File: config.mk
export PLATFORM = sky130hd
export DESIGN_NAME = cmpc_top
export DESIGN_NICKNAME = d
export VERILOG_FILES = /design/src/cmpc_pkg.sv /design/src/cmpc_edge.sv /design/src/cmpc_ahb.sv /design/src/cmpc_top.sv
export VERILOG_INCLUDE_DIRS = /design/src
export SDC_FILE = /design/constraint.sdc
export NUM_CORES = 1
export LEC_CHECK = 0
export BUFFER_PORTS_ARGS = -buffer_cell sky130_fd_sc_hd__buf_2
export CAP_MARGIN = 25
export CORE_MARGIN = 2
export CORE_UTILIZATION = 30
export CTS_CLUSTER_SIZE = 20
export DETAILED_ROUTE_END_ITERATION = 8
export SLEW_MARGIN = 20
export SYNTH_ARGS = -nofsm -noshare
export SYNTH_HDL_FRONTEND = slang
export SYNTH_HIERARCHICAL = 1
export SYNTH_SLANG_ARGS = --single-unit
File: constraint.sdc
create_clock -name i_clk -period 1.9 [get_ports i_clk]
set_clock_uncertainty 0.2 [all_clocks]
set_input_delay 0.38 -clock i_clk [delete_from_list [all_inputs] [get_ports i_clk]]
set_output_delay 0.38 -clock i_clk [all_outputs]
set_load 0.05 [all_outputs]
File: src/cmpc_map.svh
`ifndef CMPC_MAP_SVH
`define CMPC_MAP_SVH
// ----------------------------------------
// Register byte offsets
// ----------------------------------------
`define CMPC_OFS_CTRL1 8'h00
`define CMPC_OFS_CTRL2 8'h04
`define CMPC_OFS_RESULT 8'h08
`define CMPC_OFS_FLAG 8'h0C
`define CMPC_OFS_ENABLE 8'h10
`define CMPC_OFS_IRQCTL 8'h14
`define CMPC_OFS_PDIR 8'h18
`define CMPC_OFS_PLAT 8'h1C
// ----------------------------------------
// Control register fields
// ----------------------------------------
`define CMPC_CTL_ENABLE 7
`define CMPC_CTL_PIN_OE 6
`define CMPC_CTL_INVERT 5
`define CMPC_CTL_EDGE_HI 4
`define CMPC_CTL_EDGE_LO 3
`define CMPC_CTL_PLUS 2
`define CMPC_CTL_MINUS_HI 1
`define CMPC_CTL_MINUS_LO 0
`define CMPC_CTL_RESET 8'h1F
// ----------------------------------------
// Flag, enable, irq control and port fields
// ----------------------------------------
`define CMPC_FLAG_LO 5
`define CMPC_FLAG_HI 6
`define CMPC_IRQ_PERIPH 6
`define CMPC_IRQ_GLOBAL 7
`define CMPC_PORT_LO 1
`define CMPC_PORT_HI 2
`define CMPC_PDIR_RESET 2'h3
// ----------------------------------------
// Encodings
// ----------------------------------------
`define CMPC_EDGE_NONE 2'h0
`define CMPC_EDGE_RISE 2'h1
`define CMPC_EDGE_FALL 2'h2
`define CMPC_EDGE_ANY 2'h3
`define CMPC_MINUS_B 2'h0
`define CMPC_MINUS_C 2'h1
`define CMPC_MINUS_D 2'h2
`define CMPC_MINUS_FIXREF 2'h3
`endif

File: src/cmpc_pkg.sv
package cmpc_pkg;
  typedef logic [7:0] cmpc_ctrl_t;
  typedef logic [1:0] cmpc_edge_t;
  typedef enum logic [1:0] {CMPC_BUS_IDLE, CMPC_BUS_WRITE, CMPC_BUS_READ} cmpc_bus_e;
endpackage

File: src/cmpc_edge.sv
`timescale 1ns/1ps
`include "cmpc_map.svh"
module cmpc_edge (
  input wire logic i_clk,
  input wire logic i_sys_rst,
  input wire logic i_raw,
  input wire logic i_enable,
  input wire logic i_invert,
  input wire cmpc_pkg::cmpc_edge_t i_edge_sel,
  output logic o_level,
  output logic o_event
);
  logic sync1_r;
  logic sync2_r;
  logic prev_r;
  logic en_d_r;
  logic level;
  logic rise;
  logic fall;

  // ----------------------------------------
  // Two-stage synchroniser
  // ----------------------------------------
  always_ff @(posedge i_clk)
  begin
    if (i_sys_rst)
    begin
      sync1_r <= 1'b0;
      sync2_r <= 1'b0;
    end
    else
    begin
      sync1_r <= i_raw;
      sync2_r <= sync1_r;
    end
  end

  // Polarity-adjusted level; off comparator reads low
  assign level = i_enable & (sync2_r ^ i_invert);
  assign o_level = level;

  always_ff @(posedge i_clk)
  begin
    if (i_sys_rst)
    begin
      prev_r <= 1'b0;
      en_d_r <= 1'b0;
    end
    else
    begin
      prev_r <= level;
      en_d_r <= i_enable;
    end
  end

  // Quiet while disabled, and on the enable/disable edge itself
  assign rise = i_enable & en_d_r & level & ~prev_r;
  assign fall = i_enable & en_d_r & ~level & prev_r;

  always_comb
  begin
    case (i_edge_sel)
      `CMPC_EDGE_NONE: o_event = 1'b0;
      `CMPC_EDGE_RISE: o_event = rise;
      `CMPC_EDGE_FALL: o_event = fall;
      `CMPC_EDGE_ANY: o_event = rise | fall;
      default: o_event = 1'b0;
    endcase
  end
endmodule

File: src/cmpc_ahb.sv
`timescale 1ns/1ps
module cmpc_ahb (
  input wire logic i_clk,
  input wire logic i_sys_rst,
  input wire logic i_hsel,
  input wire logic [31:0] i_haddr,
  input wire logic [1:0] i_htrans,
  input wire logic i_hwrite,
  input wire logic i_hready,
  input wire logic [31:0] i_rdata,
  output logic o_hreadyout,
  output logic [31:0] o_hrdata,
  output logic o_wr_en,
  output logic [7:0] o_addr
);
  cmpc_pkg::cmpc_bus_e phase_r;
  logic [7:0] addr_r;
  logic take;

  assign take = i_hsel & i_htrans[1] & i_hready;
  assign o_addr = addr_r;
  assign o_wr_en = (phase_r == cmpc_pkg::CMPC_BUS_WRITE);

  // ----------------------------------------
  // Address phase capture
  // ----------------------------------------
  always_ff @(posedge i_clk)
  begin
    if (i_sys_rst)
    begin
      phase_r <= cmpc_pkg::CMPC_BUS_IDLE;
      addr_r <= 8'h00;
    end
    else if (take)
    begin
      phase_r <= i_hwrite ? cmpc_pkg::CMPC_BUS_WRITE : cmpc_pkg::CMPC_BUS_READ;
      addr_r <= i_haddr[7:0];
    end
    else
      phase_r <= cmpc_pkg::CMPC_BUS_IDLE;
  end

  // ----------------------------------------
  // Reads take one wait state so prior writes land first
  // ----------------------------------------
  always_ff @(posedge i_clk)
  begin
    if (i_sys_rst)
    begin
      o_hreadyout <= 1'b1;
      o_hrdata <= 32'h0000_0000;
    end
    else if (take && !i_hwrite)
      o_hreadyout <= 1'b0;
    else if (phase_r == cmpc_pkg::CMPC_BUS_READ)
    begin
      o_hreadyout <= 1'b1;
      o_hrdata <= i_rdata;
    end
  end
endmodule

File: src/cmpc_top.sv
// How it works
// - A comparator runs only while its enable bit 7 is one.
// - Bits 1:0 pick one of three pins or fixed reference for minus input.
// - Minus select 11 fixed ref, 10 pin D, 01 pin C, 00 pin B.
// - Bit 2 zero takes plus pin A, one takes programmable reference.
// - Result register bits 0 and 1 show comparator outputs; writes ignored.
// - Pin output enable bit 6 routes comparator result to its port pin.
// - Port direction bits still drive the pin output enable.
// - Result high when plus exceeds minus; bit 5 inverts it.
// - Edge select bits 4:3 choose which output transitions set the flag.
// - Edge 01 sets on rising, 10 on falling; flag sticks until cleared.
// - Edge 11 sets the flag on any output change.
// - Edge 00 never sets the flag from transitions.
// - Newly selecting any-change mode sets the flag once.
// - Flag bits 6:5 clear on written zero, set on written one.
// - Interrupt needs flag enable, peripheral enable and global enable.
// - Flags set regardless of interrupt enables.
// - Pins C and D exist only in the large package; pin D not for comparator 1.
// - Reset returns both control registers to defaults, comparators off.
`timescale 1ns/1ps
`include "cmpc_map.svh"
module cmpc_top (
  input wire logic i_clk,
  input wire logic i_sys_rst,
  input wire logic i_large_package,
  input wire logic i_hsel,
  input wire logic [31:0] i_haddr,
  input wire logic [1:0] i_htrans,
  input wire logic i_hwrite,
  input wire logic [2:0] i_hsize,
  input wire logic i_hready,
  input wire logic [31:0] i_hwdata,
  input wire logic i_cmp1_raw,
  input wire logic i_cmp2_raw,
  output logic o_hreadyout,
  output logic o_hresp,
  output logic [31:0] o_hrdata,
  output logic o_cmp1_power,
  output logic o_cmp2_power,
  output logic o_cmp1_plus_sel,
  output logic o_cmp2_plus_sel,
  output logic [3:0] o_cmp1_minus_onehot,
  output logic [3:0] o_cmp2_minus_onehot,
  output logic o_pin_f1_out,
  output logic o_pin_f1_oe,
  output logic o_pin_f2_out,
  output logic o_pin_f2_oe,
  output logic o_irq
);
  // ----------------------------------------
  // Register state
  // ----------------------------------------
  cmpc_pkg::cmpc_ctrl_t ctrl_r [1:0];
  logic [1:0] flag_r;
  logic [1:0] flag_nxt;
  logic [1:0] irq_en_r;
  logic periph_en_r;
  logic global_en_r;
  logic [1:0] pdir_r;
  logic [1:0] plat_r;
  logic [1:0] chan_ok;
  logic [1:0] level;
  logic [1:0] event_hit;
  logic [1:0] any_mode_new;
  logic [1:0] raw;
  logic wr_en;
  logic [7:0] addr;
  logic [31:0] rdata;

  assign raw = {i_cmp2_raw, i_cmp1_raw};
  assign o_hresp = 1'b0;

  // ----------------------------------------
  // Bus slave
  // ----------------------------------------
  cmpc_ahb u_ahb (
    .i_clk(i_clk),
    .i_sys_rst(i_sys_rst),
    .i_hsel(i_hsel),
    .i_haddr(i_haddr),
    .i_htrans(i_htrans),
    .i_hwrite(i_hwrite),
    .i_hready(i_hready),
    .i_rdata(rdata),
    .o_hreadyout(o_hreadyout),
    .o_hrdata(o_hrdata),
    .o_wr_en(wr_en),
    .o_addr(addr)
  );

  // ----------------------------------------
  // Per-comparator control, channel check and edge logic
  // ----------------------------------------
  genvar g;
  generate
    for (g = 0; g < 2; g++)
    begin : g_cmp
      logic [7:0] ofs;
      logic [1:0] minus;
      logic [1:0] edge_sel;
      logic ok;
      logic en;

      assign ofs = (g == 0) ? `CMPC_OFS_CTRL1 : `CMPC_OFS_CTRL2;
      assign minus = ctrl_r[g][`CMPC_CTL_MINUS_HI:`CMPC_CTL_MINUS_LO];
      assign edge_sel = ctrl_r[g][`CMPC_CTL_EDGE_HI:`CMPC_CTL_EDGE_LO];

      // Channels C and D only on the large package, D never on comparator 1
      always_comb
      begin
        case (minus)
          `CMPC_MINUS_B: ok = 1'b1;
          `CMPC_MINUS_C: ok = i_large_package;
          `CMPC_MINUS_D: ok = i_large_package & (g == 1);
          `CMPC_MINUS_FIXREF: ok = 1'b1;
          default: ok = 1'b0;
        endcase
      end

      assign chan_ok[g] = ok;

      assign en = ctrl_r[g][`CMPC_CTL_ENABLE] & chan_ok[g];

      // Writing 11 over any other edge mode raises the flag
      assign any_mode_new[g] = wr_en && (addr == ofs)
        && (i_hwdata[`CMPC_CTL_EDGE_HI:`CMPC_CTL_EDGE_LO] == `CMPC_EDGE_ANY)
        && (edge_sel != `CMPC_EDGE_ANY);

      always_ff @(posedge i_clk)
      begin
        if (i_sys_rst)
          ctrl_r[g] <= `CMPC_CTL_RESET;
        else if (wr_en && addr == ofs)
          ctrl_r[g] <= i_hwdata[7:0];
      end

      cmpc_edge u_edge (
        .i_clk(i_clk),
        .i_sys_rst(i_sys_rst),
        .i_raw(raw[g]),
        .i_enable(en),
        .i_invert(ctrl_r[g][`CMPC_CTL_INVERT]),
        .i_edge_sel(edge_sel),
        .o_level(level[g]),
        .o_event(event_hit[g])
      );
    end
  endgenerate

  // ----------------------------------------
  // Analog steering outputs
  // ----------------------------------------
  always_ff @(posedge i_clk)
  begin
    if (i_sys_rst)
    begin
      o_cmp1_power <= 1'b0;
      o_cmp2_power <= 1'b0;
      o_cmp1_plus_sel <= 1'b0;
      o_cmp2_plus_sel <= 1'b0;
      o_cmp1_minus_onehot <= 4'h0;
      o_cmp2_minus_onehot <= 4'h0;
    end
    else
    begin
      o_cmp1_power <= ctrl_r[0][`CMPC_CTL_ENABLE] & chan_ok[0];
      o_cmp2_power <= ctrl_r[1][`CMPC_CTL_ENABLE] & chan_ok[1];
      o_cmp1_plus_sel <= ctrl_r[0][`CMPC_CTL_PLUS];
      o_cmp2_plus_sel <= ctrl_r[1][`CMPC_CTL_PLUS];
      // Bit 0 pin B, 1 pin C, 2 pin D, 3 fixed reference
      o_cmp1_minus_onehot <= chan_ok[0]
        ? 4'h1 << ctrl_r[0][`CMPC_CTL_MINUS_HI:`CMPC_CTL_MINUS_LO] : 4'h0;
      o_cmp2_minus_onehot <= chan_ok[1]
        ? 4'h1 << ctrl_r[1][`CMPC_CTL_MINUS_HI:`CMPC_CTL_MINUS_LO] : 4'h0;
    end
  end

  // ----------------------------------------
  // Port pins
  // ----------------------------------------
  always_ff @(posedge i_clk)
  begin
    if (i_sys_rst)
    begin
      pdir_r <= `CMPC_PDIR_RESET;
      plat_r <= 2'h0;
    end
    else if (wr_en)
    begin
      if (addr == `CMPC_OFS_PDIR)
        pdir_r <= i_hwdata[`CMPC_PORT_HI:`CMPC_PORT_LO];
      if (addr == `CMPC_OFS_PLAT)
        plat_r <= i_hwdata[`CMPC_PORT_HI:`CMPC_PORT_LO];
    end
  end

  always_ff @(posedge i_clk)
  begin
    if (i_sys_rst)
    begin
      o_pin_f1_out <= 1'b0;
      o_pin_f2_out <= 1'b0;
      o_pin_f1_oe <= 1'b0;
      o_pin_f2_oe <= 1'b0;
    end
    else
    begin
      o_pin_f1_out <= ctrl_r[0][`CMPC_CTL_PIN_OE] ? level[0] : plat_r[0];
      o_pin_f2_out <= ctrl_r[1][`CMPC_CTL_PIN_OE] ? level[1] : plat_r[1];
      o_pin_f1_oe <= ~pdir_r[0];
      o_pin_f2_oe <= ~pdir_r[1];
    end
  end

  // ----------------------------------------
  // Event flags: hardware set wins over a written zero
  // ----------------------------------------
  always_comb
  begin
    flag_nxt = flag_r;
    if (wr_en && addr == `CMPC_OFS_FLAG)
      flag_nxt = i_hwdata[`CMPC_FLAG_HI:`CMPC_FLAG_LO];
    flag_nxt = flag_nxt | event_hit | any_mode_new;
  end

  always_ff @(posedge i_clk)
  begin
    if (i_sys_rst)
      flag_r <= 2'h0;
    else
      flag_r <= flag_nxt;
  end

  // ----------------------------------------
  // Interrupt enables and request
  // ----------------------------------------
  always_ff @(posedge i_clk)
  begin
    if (i_sys_rst)
    begin
      irq_en_r <= 2'h0;
      periph_en_r <= 1'b0;
      global_en_r <= 1'b0;
    end
    else if (wr_en)
    begin
      if (addr == `CMPC_OFS_ENABLE)
        irq_en_r <= i_hwdata[`CMPC_FLAG_HI:`CMPC_FLAG_LO];
      if (addr == `CMPC_OFS_IRQCTL)
      begin
        periph_en_r <= i_hwdata[`CMPC_IRQ_PERIPH];
        global_en_r <= i_hwdata[`CMPC_IRQ_GLOBAL];
      end
    end
  end

  always_ff @(posedge i_clk)
  begin
    if (i_sys_rst)
      o_irq <= 1'b0;
    else
      o_irq <= (|(flag_r & irq_en_r)) & periph_en_r & global_en_r;
  end

  // ----------------------------------------
  // Read multiplexer
  // ----------------------------------------
  always_comb
  begin
    rdata = 32'h0000_0000;
    case (addr)
      `CMPC_OFS_CTRL1: rdata[7:0] = ctrl_r[0];
      `CMPC_OFS_CTRL2: rdata[7:0] = ctrl_r[1];
      `CMPC_OFS_RESULT: rdata[1:0] = level;
      `CMPC_OFS_FLAG: rdata[`CMPC_FLAG_HI:`CMPC_FLAG_LO] = flag_r;
      `CMPC_OFS_ENABLE: rdata[`CMPC_FLAG_HI:`CMPC_FLAG_LO] = irq_en_r;
      `CMPC_OFS_IRQCTL: rdata[`CMPC_IRQ_GLOBAL:`CMPC_IRQ_PERIPH] = {global_en_r, periph_en_r};
      `CMPC_OFS_PDIR: rdata[`CMPC_PORT_HI:`CMPC_PORT_LO] = pdir_r;
      `CMPC_OFS_PLAT: rdata[`CMPC_PORT_HI:`CMPC_PORT_LO] = plat_r;
      default: rdata = 32'h0000_0000;
    endcase
  end
endmodule

**After elaboration in Yosys (flattened, before gate mapping)**

Memories as Yosys holds them, arrays and structs flattened.
Cells that the tools add are included.

- Bits in writable memories: 16
- Memories: 1
- Word-level logic and storage cells: 145
- Output and inout port bits: 51
- Register bits: 52
- Input port bits: 77

- Shift-type cells: 2
- Bitwise operators: 37
- Eq/ne operators: 24
- Muxes and demuxes: 27
- Reductions and logical operators: 27

Memories:

| name | words | width | rd ports | clocked after memory_dff | wr ports | RTL line | RTL |
|---|---|---|---|---|---|---|---|
| ctrl_r | 2 | 8 | 2 | 0 | 2 | cmpc_top.sv:53 | `cmpc_pkg::cmpc_ctrl_t ctrl_r [1:0];` |

Operator list:

| kind | number |
|---|---|
| 8-bit by 5-bit == test with 1-bit output, second input constant | 4 |
| 2-bit == test, second input constant | 10 |
| 1-bit bitwise AND | 18 |
| 8-bit by 4-bit == test with 1-bit output, second input constant | 2 |
| 8-bit 2-to-1 mux | 2 |
| 1-bit one-hot mux with 4 select lines | 4 |
| 2-bit OR reduction | 7 |
| 1-bit 2-to-1 mux | 12 |
| 2-bit by 1-bit == test with 1-bit output, second input constant | 5 |
| 1-bit NOT | 10 |
| 1-bit one-hot mux with 5 select lines | 2 |
| 2-bit AND reduction | 5 |
| 1-bit one-hot mux with 3 select lines | 3 |
| 8-bit by 3-bit == test with 1-bit output, second input constant | 1 |
| 1-bit logical AND | 8 |
| 2-bit zero test | 4 |
| 8-bit zero test | 1 |
| 1-bit by 2-bit << shifter with 4-bit output, first input constant | 2 |
| 2-bit 2-to-1 mux | 2 |
| 2-bit != test, second input constant | 2 |
| 1-bit OR | 4 |
| 2-bit OR | 2 |
| 2-bit one-hot mux with 2 select lines | 1 |
| 2-bit bitwise AND | 1 |
| other kinds (4) | 5 |

**Depth between registers and ports, before layout**

Gate-level depths: netlist of the first run.
An unclocked memory read counts as a cell.

- Word-level depth: 13
- Depth in mapped cells: 9

**Modules after synthesis**

The synthesis of the first run kept the hierarchy.

By module, submodules not included:

| module | area an instance (um^2) | cells an instance | times used |
|---|---|---|---|
| cmpc_top | 1889.3 | 173 | 1 |
| cmpc_ahb | 1819.2 | 186 | 1 |
| cmpc_edge | 153.9 | 13 | 2 |

**Least setup slack after synthesis of the first run**

OpenSTA, ideal clock, no wires.

- Path type: register to register
- Start: register u_ahb.addr_r[5] (netlist: u_ahb/o_addr[5])
- End: memory ctrl_r[1][0] (netlist bit) (enable)
- Setup time: 375 ps
- Stages on the path, launching flop included: 4
- Clock period less this slack: 2013 ps
- Path buffers: 0
- Arrival time: 1439 ps
- Setup slack: -113 ps
- Cells stage by stage: dfxtp_1 nor4_4 nand2_2 o21bai_1

RTL lines:

| item | RTL line | RTL |
|---|---|---|
| start, declared | cmpc_ahb.sv:17 | `logic [7:0] addr_r;` |
| start signal, assigned | cmpc_ahb.sv:37 | `addr_r <= i_haddr[7:0];` |
| end, declared | cmpc_top.sv:53 |  |

==> results of run 1 <==
area by class of cell:
type,instances,area [µm²]
Sequential cell,94,2040
Clock inverter,6,61.3
Tap cell,176,220
Multi-Input combinational cell,290,2010
Inverter,4,15.0
Clock buffer,10,229
Fill cell,1301,7820
Timing Repair Buffer,115,741
timing repair:
action | 4_1_cts | 5_1_grt
pin swaps | 4 | 10
cloned | 0 | 0
endpoints found under the setup margin | 12 | 26
buffers inserted | 3 | 8
endpoints found under the hold margin | 0 | 0
resized for setup | 7 | 7
cell usage in the layout (no fill, tap or decap), types with 5 or more instances in the layout:
| cell type | netlist | final |
|---|---|---|
| mux2i_1 | 45 | 43 |
| a21oi_1 | 14 | 14 |
| nand2b_1 | 72 | 72 |
| buf_4 | 1 | 36 |
| conb_1 | 1 | 25 |
| buf_2 | 1 | 74 |
| clkbuf_16 | 0 | 9 |
| buf_12 | 0 | 5 |
| a22oi_1 | 6 | 6 |
| nand2_1 | 25 | 25 |
| nor2_1 | 21 | 21 |
| and2_1 | 7 | 7 |
| dfxtp_1 | 78 | 76 |
| nor2b_1 | 13 | 10 |
| nand3_1 | 7 | 7 |
| edfxtp_1 | 16 | 16 |
power by group through the flow:
stage                     Clock, mW  Sequential (mW)  Combinational (mW)
final                          1.76             2.08               0.443
after CTS                      1.83             2.08               0.428
after global routing           1.90             2.09               0.482
after floorplan                   0             2.18               0.212
after detailed placement          0             2.13               0.418
after global placement            0             2.13               0.414
metal layers:
| metal | share of wire (%) | routed length (µm) | GRT usage [%] |
|---|---|---|---|
| met1 | 45 | 4130 | 16.2 |
| met2 | 49 | 4510 | 22.0 |
| met3 | 5.6 | 515 | 3.33 |
| met4 | 1.3 | 118 | 5.22 |
| met5 | 0 | 0 | 0 |
path summary, 6_finish.rpt:
| check | start | to | slack, ns | cells after the start |
|---|---|---|---|---|
| max | ctrl_r[0][1]$_SDFFCE_PN1P_ | u_ahb/o_hrdata[0]$_SDFFE_PP0P_ | -0.02 | 9 |
| min | i_hwrite | u_ahb/phase_r[1]$_SDFF_PP0_ | 0.04 | 2 |
| min reg2reg | g_cmp[1].u_edge/sync1_r$_SDFF_PP0_ | g_cmp[1].u_edge/sync2_r$_SDFF_PP0_ | 0.23 | 1 |
| max reg2reg | ctrl_r[0][1]$_SDFFCE_PN1P_ | u_ahb/o_hrdata[0]$_SDFFE_PP0P_ | -0.02 | 9 |
logic make-up (layout without fill, tap and decap cells):
| logic type | Yosys count | after routing | synth area share, % |
|---|---|---|---|
| buffers and inverters | 25 | 135 | 3.21 |
| adder cells (fa/ha/maj) | 1 | 1 | 0.311 |
| XOR/XNOR | 3 | 3 | 1.03 |
| AO/OA/AOI/OAI | 39 | 39 | 6.54 |
| flip-flops | 94 | 94 | 50.8 |
| multiplexers | 46 | 46 | 11.5 |
| other | 1 | 25 | 0.0934 |
| AND/OR/NAND/NOR | 176 | 176 | 26.5 |
state kept, by name, summed over array words and instances (netlist names), 4 cells and up:
name                 flops
o_cmp1_minus_onehot      4
o_cmp2_minus_onehot      4
ctrl_r                  16
u_ahb/o_hrdata          32
u_ahb/o_addr             8
through the flow:
step | power (mW) | area [µm²] | instances | hold slack (ns)
after CTS | 4.34 | 5240 | 687 | 0.0267
after detailed placement | 2.55 | 4880 | 668 | 0.229
final | 4.29 | 5320 | 695 | 0.0380
after global routing | 4.47 | 5320 | 695 | 0.0582
after global placement | 2.54 | 4880 | 668 | 0.226
after floorplan | 2.39 | 4130 | 409 | 0.214
==> impl_metrics.yaml, run 1 <==
setup_path:
  max_stage_delay_ns: 0.45
  critPathKind: "register to register"
  arrival_ns: 1.95
  critPathCaptureType: "register"
  crit_family: "flip-flops"
  startpoint_type: "register"
  crit_fanout: 2
  cp_cell_sequence: "inv_2 -> ha_4 -> mux2i_4 -> nor2b_2 -> nor2b_4 -> a222oi_1 -> nor2_1 -> nand2b_1 -> mux2i_1"
  path_buf_inv: 1
  crit_slowest_cell: "edfxtp_1"
  worstPathRequired_ns: 1.93
timing:
  finalHoldViolCount: 0
  finalSetupViolCount: 1
  period_minus_slack_ns: 1.92
  rsz0062_at_grt: "true"
  worst_slack_ns: -0.0204
  drv_slew: 0
  fin_setup_tns_ns: -0.0204
  fin_crit_sh_pct: 101
  fmax_mhz: 521
power:
  clock_power_share_pct: 41.1
  seqPwrFrac_pct: 48.5
  p_sw_share_pct: 23.8
  switchingPower_mw: 1.02
  internal_power_mw: 3.27
  p_comb_share_pct: 10.3
  cellPowerDensity_nw_per_um2: 807
  max-vdd-ir-drop_v: 0.000456
  p_leak_nw: 2.20
route:
  drt-initial-drc-count: 206
  wl_per_cell_um: 13.3
  num_vias: 3118
  totalWireLength_um: 9280
  drt_first_pass_iters: 4
  drtAntennaViolNets: 0
  vias_per_cell: 4.49
  drcViolationCount: 0
yosys:
  syn_inst: 385
  syn_area_per_cell_um2: 10.4
  ys_warn_count: 6
  syn-cell-area_um2: 4020
  async_reset_ff_share_pct: 0
  netlist.area_leader.share_pct: 38.9
  ys_top_cells_by_count: "dfxtp_1, nand2b_1, mux2i_1"
  ys_types: 55
  synth_seq_area_share_pct: 50.8
  synth_area_leaders: "dfxtp_1, edfxtp_1, mux2i_1"
  yosysTopAreaCell: "dfxtp_1"
  synth.most_common_cell: "dfxtp_1"
  synthFlopType: "dfxtp_1"
  ys_ff_latch: 94
  synth_edf_count: 16
clocking:
  clk_latency_ns: 0.34
  cts_buffers: 9
  cts_sinks: 94
  cts.root.buffer_cell: "clkbuf_16"
  htreeDepth: 3
  cts_hold_buffers: 0
  cts.path.max_buffers: 2
  clk_pin_slew_worst_paths_ns: 0.06
  cts_tree: "done"
floorplan:
  die_area_um2: 14300
  core_um2: 13100
  rows: 42
  initial_core_util_pct: 30.6
  io_pins: 128
  die_w_um: 120
  fp.dieH_um: 120
status:
  status: "finished with violations"
  violations: "setup timing"
grt:
  grt_usage_pct: 13.2
  gr-total-overflow: 0
  grt_max_degree: 77
  grt_pass1_vias: 3070
  grt_pass1_wl_um: 14800
  grt_antenna_before_repair: 0
cells_and_area:
  post-route-util_pct: 40.5
  areaGrowthSynthToFinish_pct: 32.4
  nets: 592
  n_antenna_cell: 0
  layout-drive-gt1-share_pct: 29.9
place:
  dp_hpwl_um: 6720
  pre_cts_ws_ns: -0.135
  place_congestion: 0.791
  portBuffers: 74
worst_hold_path:
  hold_class: "input port to register"
flow_run:
  drv_cap: 0
Power figures use the tool's default switching activity.
==> run 2: changes to the inputs <==
- REMOVE_ABC_BUFFERS: unset -> 1
- SKIP_LAST_GASP: unset -> 1
==> impl_metrics.yaml, run 2 (synthesis gave the netlist of run 1 again) <==
place:
  placed_cell_area_um2: 4910
  dp_hpwl_um: 6780
  place_congestion: 0.845
  portBuffers: 74
  pre_cts_ws_ns: -0.0491
grt:
  gr-total-overflow: 0
  grt_pass1_vias: 2917
  grt_usage_pct: 13.2
  grt_max_degree: 48
  grt_antenna_before_repair: 0
  grt_pass1_wl_um: 14600
setup_path:
  crit_fanout: 2
  startpoint_type: "register"
  rrSetupSlack_ns: 0.003
  critPathCaptureType: "register"
  worstPathRequired_ns: 1.93
  arrival_ns: 1.93
  critPathKind: "register to register"
  reg2reg_depth: 9
timing:
  finalHoldViolCount: 0
  worst_slack_ns: 0.00273
  fin_crit_sh_pct: 99.9
  rsz0062_at_grt: "true"
  finalSetupViolCount: 0
  drv_slew: 0
  fmax_mhz: 527
  period_minus_slack_ns: 1.90
  fin_setup_tns_ns: 0
  whs_ns: 0.0459
cells_and_area:
  largest_reg_flops: 32
  layout-drive-gt1-share_pct: 30.9
  nets: 598
  n_antenna_cell: 0
  top_register: "u_ahb/o_hrdata"
  post-route-util_pct: 40.6
  fin_area_um2: 5340
  layout_common_cells: "dfxtp_1, buf_2, nand2b_1, mux2i_1, buf_4"
  mostFrequentLayoutCell: "dfxtp_1"
  areaGrowthSynthToFinish_pct: 32.8
clocking:
  cts_hold_buffers: 0
  cts_sinks: 94
  clk_pin_slew_worst_paths_ns: 0.06
  htreeDepth: 3
  clk_latency_ns: 0.34
  cts_buffers: 9
  cts.root.buffer_cell: "clkbuf_16"
  cts.path.max_buffers: 2
  cts_tree: "done"
flow_run:
  drv_cap: 0
floorplan:
  die_area_um2: 14300
  fp.dieH_um: 120
  io_pins: 128
  initial_core_util_pct: 30.6
  core_um2: 13100
  die_w_um: 120
  rows: 42
power:
  cellPowerDensity_nw_per_um2: 795
  p_leak_nw: 2.22
  max-vdd-ir-drop_v: 0.000392
worst_hold_path:
  min_path_cells: 2
  hold_class: "input port to register"
route:
  totalWireLength_um: 9120
  vias_per_cell: 4.38
  drtAntennaViolNets: 0
  num_vias: 3069
  wl_per_cell_um: 13.0
  drt_first_pass_iters: 4
  drcViolationCount: 0
  drt-initial-drc-count: 172
status:
  status: "finished clean"
## run 2: cell types whose count changed in the layout (fill, tap and decap cells not counted), moves of 2 or more
cell,delta
buf_4,+7
buf_12,-3
clkbuf_8,+3
buf_6,+2
o21ai_0,+2
o21ai_1,-2
## run 2: cell type report
| class | instances | area, µm² |
|---|---|---|
| clock buffer | 13 | 270 |
| clock inverter | 3 | 17.5 |
| fill | 1309 | 7800 |
| inverter | 4 | 15.0 |
| multi-input combinational | 290 | 2010 |
| sequential | 94 | 2050 |
| tap | 176 | 220 |
| timing repair buffer | 121 | 756 |
## run 2: worst max-delay path, stage by stage (launching register included)
cell and delay, ns:
edfxtp_1 0.43, inv_2 0.10, ha_4 0.14, mux2i_4 0.23, nor2b_2 0.07, nor2b_4 0.13
a222oi_1 0.27, nor2_1 0.08, nand2b_1 0.08, mux2i_1 0.06
## run 2: per-stage QoR
stage | cells | power (mW)
floorplan | 388 | 2.36
global placement | 678 | 2.53
detailed placement | 678 | 2.54
CTS | 696 | 4.30
global route | 701 | 4.42
finish | 701 | 4.24
## run 2: timing repair
item,in CTS,in global routing
gates cloned,0,0
gates resized for setup,9,12
pin swaps,3,9
setup endpoints to repair,10,17
endpoints found under the hold margin,0,0
setup buffers,2,5
## run 2: path summary, 6_finish.rpt
| check | to | startpoint |
|---|---|---|
| worst max-delay path | u_ahb/o_hrdata[0]$_SDFFE_PP0P_ | ctrl_r[0][1]$_SDFFCE_PN1P_ |
| worst min-delay path | g_cmp[1].u_edge/sync1_r$_SDFF_PP0_ | i_cmp2_raw |
| worst max register to register | u_ahb/o_hrdata[0]$_SDFFE_PP0P_ | ctrl_r[0][1]$_SDFFCE_PN1P_ |
| worst min register to register | g_cmp[1].u_edge/sync2_r$_SDFF_PP0_ | g_cmp[1].u_edge/sync1_r$_SDFF_PP0_ |
## run 2: power by group
group          switching (mW)  internal [mW]  total [mW]
Clock                   0.731          0.990        1.72
Sequential             0.0237           2.06        2.08
Combinational           0.249          0.188       0.436
## run 2: per-layer routing
metal	up-vias	wire [µm]	global-route usage [%]
li1	1574	-	-
met1	1413	4200	17.0
met2	72	4360	21.3
met3	10	430	3.71
met4	0	129	4.41
met5	-	0	0
==> run 3: changes to the inputs <==
==> constraint.sdc (replaced) <==
create_clock -name i_clk -period 1.9 [get_ports i_clk]
set_clock_uncertainty 0.2 [all_clocks]
set_input_delay 0.095 -clock i_clk [delete_from_list [all_inputs] [get_ports i_clk]]
set_output_delay 0.095 -clock i_clk [all_outputs]
set_load 0.05 [all_outputs]
==> impl_metrics.yaml, run 3 (synthesis gave the netlist of run 1 again) <==
timing:
  fin_crit_sh_pct: 102
  whs_ns: 0.0515
  finalSetupViolCount: 1
  finalHoldViolCount: 0
  period_minus_slack_ns: 1.93
  fmax_mhz: 517
  worst_slack_ns: -0.0350
  drv_slew: 0
  rsz0062_at_grt: "true"
setup_path:
  crit_fanout: 3
  cp_cell_sequence: "inv_2 -> ha_4 -> mux2i_2 -> nor2b_2 -> nor2b_4 -> a222oi_1 -> nor2_1 -> nand2b_1 -> mux2i_1"
  critPathKind: "register to register"
  max_stage_delay_ns: 0.42
  startpoint_type: "register"
  crit_family: "flip-flops"
  critPathCaptureType: "register"
  worstPathRequired_ns: 1.92
  path_buf_inv: 1
  crit_slowest_cell: "edfxtp_1"
  arrival_ns: 1.95
grt:
  grt_usage_pct: 13.7
  gr-total-overflow: 0
  grt_pass1_wl_um: 15200
  grt_max_degree: 49
  grt_pass1_vias: 3067
  grt_antenna_before_repair: 0
power:
  cellPowerDensity_nw_per_um2: 805
  max-vdd-ir-drop_v: 0.000461
  p_leak_nw: 2.30
clocking:
  htreeDepth: 3
  cts_buffers: 9
  clk_latency_ns: 0.34
  cts.root.buffer_cell: "clkbuf_16"
  cts_tree: "done"
  cts_sinks: 94
  cts.path.max_buffers: 2
  clk_pin_slew_worst_paths_ns: 0.06
floorplan:
  die_area_um2: 14300
  die_w_um: 120
  initial_core_util_pct: 30.6
  rows: 42
  io_pins: 128
  core_um2: 13100
  fp.dieH_um: 120
cells_and_area:
  layout_common_cells: "dfxtp_1, buf_2, nand2b_1, mux2i_1, buf_4"
  largest_reg_flops: 32
  top_register: "u_ahb/o_hrdata"
  mostFrequentLayoutCell: "dfxtp_1"
  layout-drive-gt1-share_pct: 29.2
  areaGrowthSynthToFinish_pct: 38.2
  nets: 618
  fin_area_um2: 5550
  n_antenna_cell: 0
route:
  drt_first_pass_iters: 4
  wl_per_cell_um: 13.1
  num_vias: 3186
  vias_per_cell: 4.42
  drt-initial-drc-count: 212
  totalWireLength_um: 9430
  drcViolationCount: 0
  drtAntennaViolNets: 0
place:
  dp_hpwl_um: 6850
  place_congestion: 0.827
  placed_cell_area_um2: 4890
  portBuffers: 74
flow_run:
  drv_cap: 0
status:
  violations: "setup timing"
  status: "finished with violations"
worst_hold_path:
  hold_class: "input port to register"
run 3: cell types whose count changed in the layout (fill, tap and decap cells not counted), sizes merged:
cell         delta
dlygate4sd3    +23
clkbuf          -4
buf             -3
bufinv          +2
clkinv          +1
clkinvlp        +1
run 3: layer usage:
metal | track usage (%) | vias to the layer above | part of all wire, % | wire, µm
li1 | - | 1610 | - | -
met1 | 16.6 | 1481 | 44 | 4200
met2 | 22.6 | 80 | 48 | 4510
met3 | 3.66 | 15 | 5.0 | 475
met4 | 6.32 | 0 | 2.6 | 244
met5 | 0 | - | 0 | 0
run 3: final cells by class:
cell class	count	area, µm²
inverter	4	15.0
multi-input combinational	290	1990
clock inverter	7	88.8
sequential	94	2040
timing repair buffer	141	968
tap	176	220
fill	1304	7590
clock buffer	9	225
run 3: what timing repair did:
action	in CTS	in global routing
endpoints found under the hold margin	41	0
endpoints found under the setup margin	12	27
gates resized for setup	5	10
setup buffers	3	5
hold buffers	23	0
pin swaps	2	8
run 3: worst min-delay path, cell delays in order:
cell and delay [ns]:
buf_2 0.10, nand3_1 0.14, o21ai_0 0.08, or3b_1 0.15
run 3: power breakdown:
group          switching (mW)  leakage, nW  total (mW)  internal, mW
clock network           0.766        0.149        1.91          1.14
registers              0.0239        0.768        2.08          2.06
logic                   0.252         1.38       0.473         0.222
total                    1.04         2.30        4.47          3.42
run 3: final timing paths:
| check | start | to | slack, ns | depth (start not counted) |
|---|---|---|---|---|
| setup / recovery | ctrl_r[0][1]$_SDFFCE_PN1P_ | u_ahb/o_hrdata[0]$_SDFFE_PP0P_ | -0.03 | 9 |
| hold / removal | i_hready | u_ahb/o_hreadyout$_SDFFE_PP1P_ | 0.05 | 4 |
| setup reg to reg | ctrl_r[0][1]$_SDFFCE_PN1P_ | u_ahb/o_hrdata[0]$_SDFFE_PP0P_ | -0.03 | 9 |
| hold reg to reg | g_cmp[0].u_edge/sync1_r$_SDFF_PP0_ | g_cmp[0].u_edge/sync2_r$_SDFF_PP0_ | 0.24 | 1 |
run 3: per-stage QoR:
step	TNS [ns]	cells	power [mW]	utilization, %	setup slack (ns)
after CTS	-0.0322	716	4.51	41.6	-0.0322
final	-0.0350	721	4.47	42.2	-0.0350
after detailed placement	-0.253	674	2.54	37.2	-0.0635
after floorplan	-1.96	388	2.36	-	-0.117
after global placement	-0.0519	674	2.53	37.2	-0.0519
after global routing	-0.283	721	4.65	42.2	-0.142
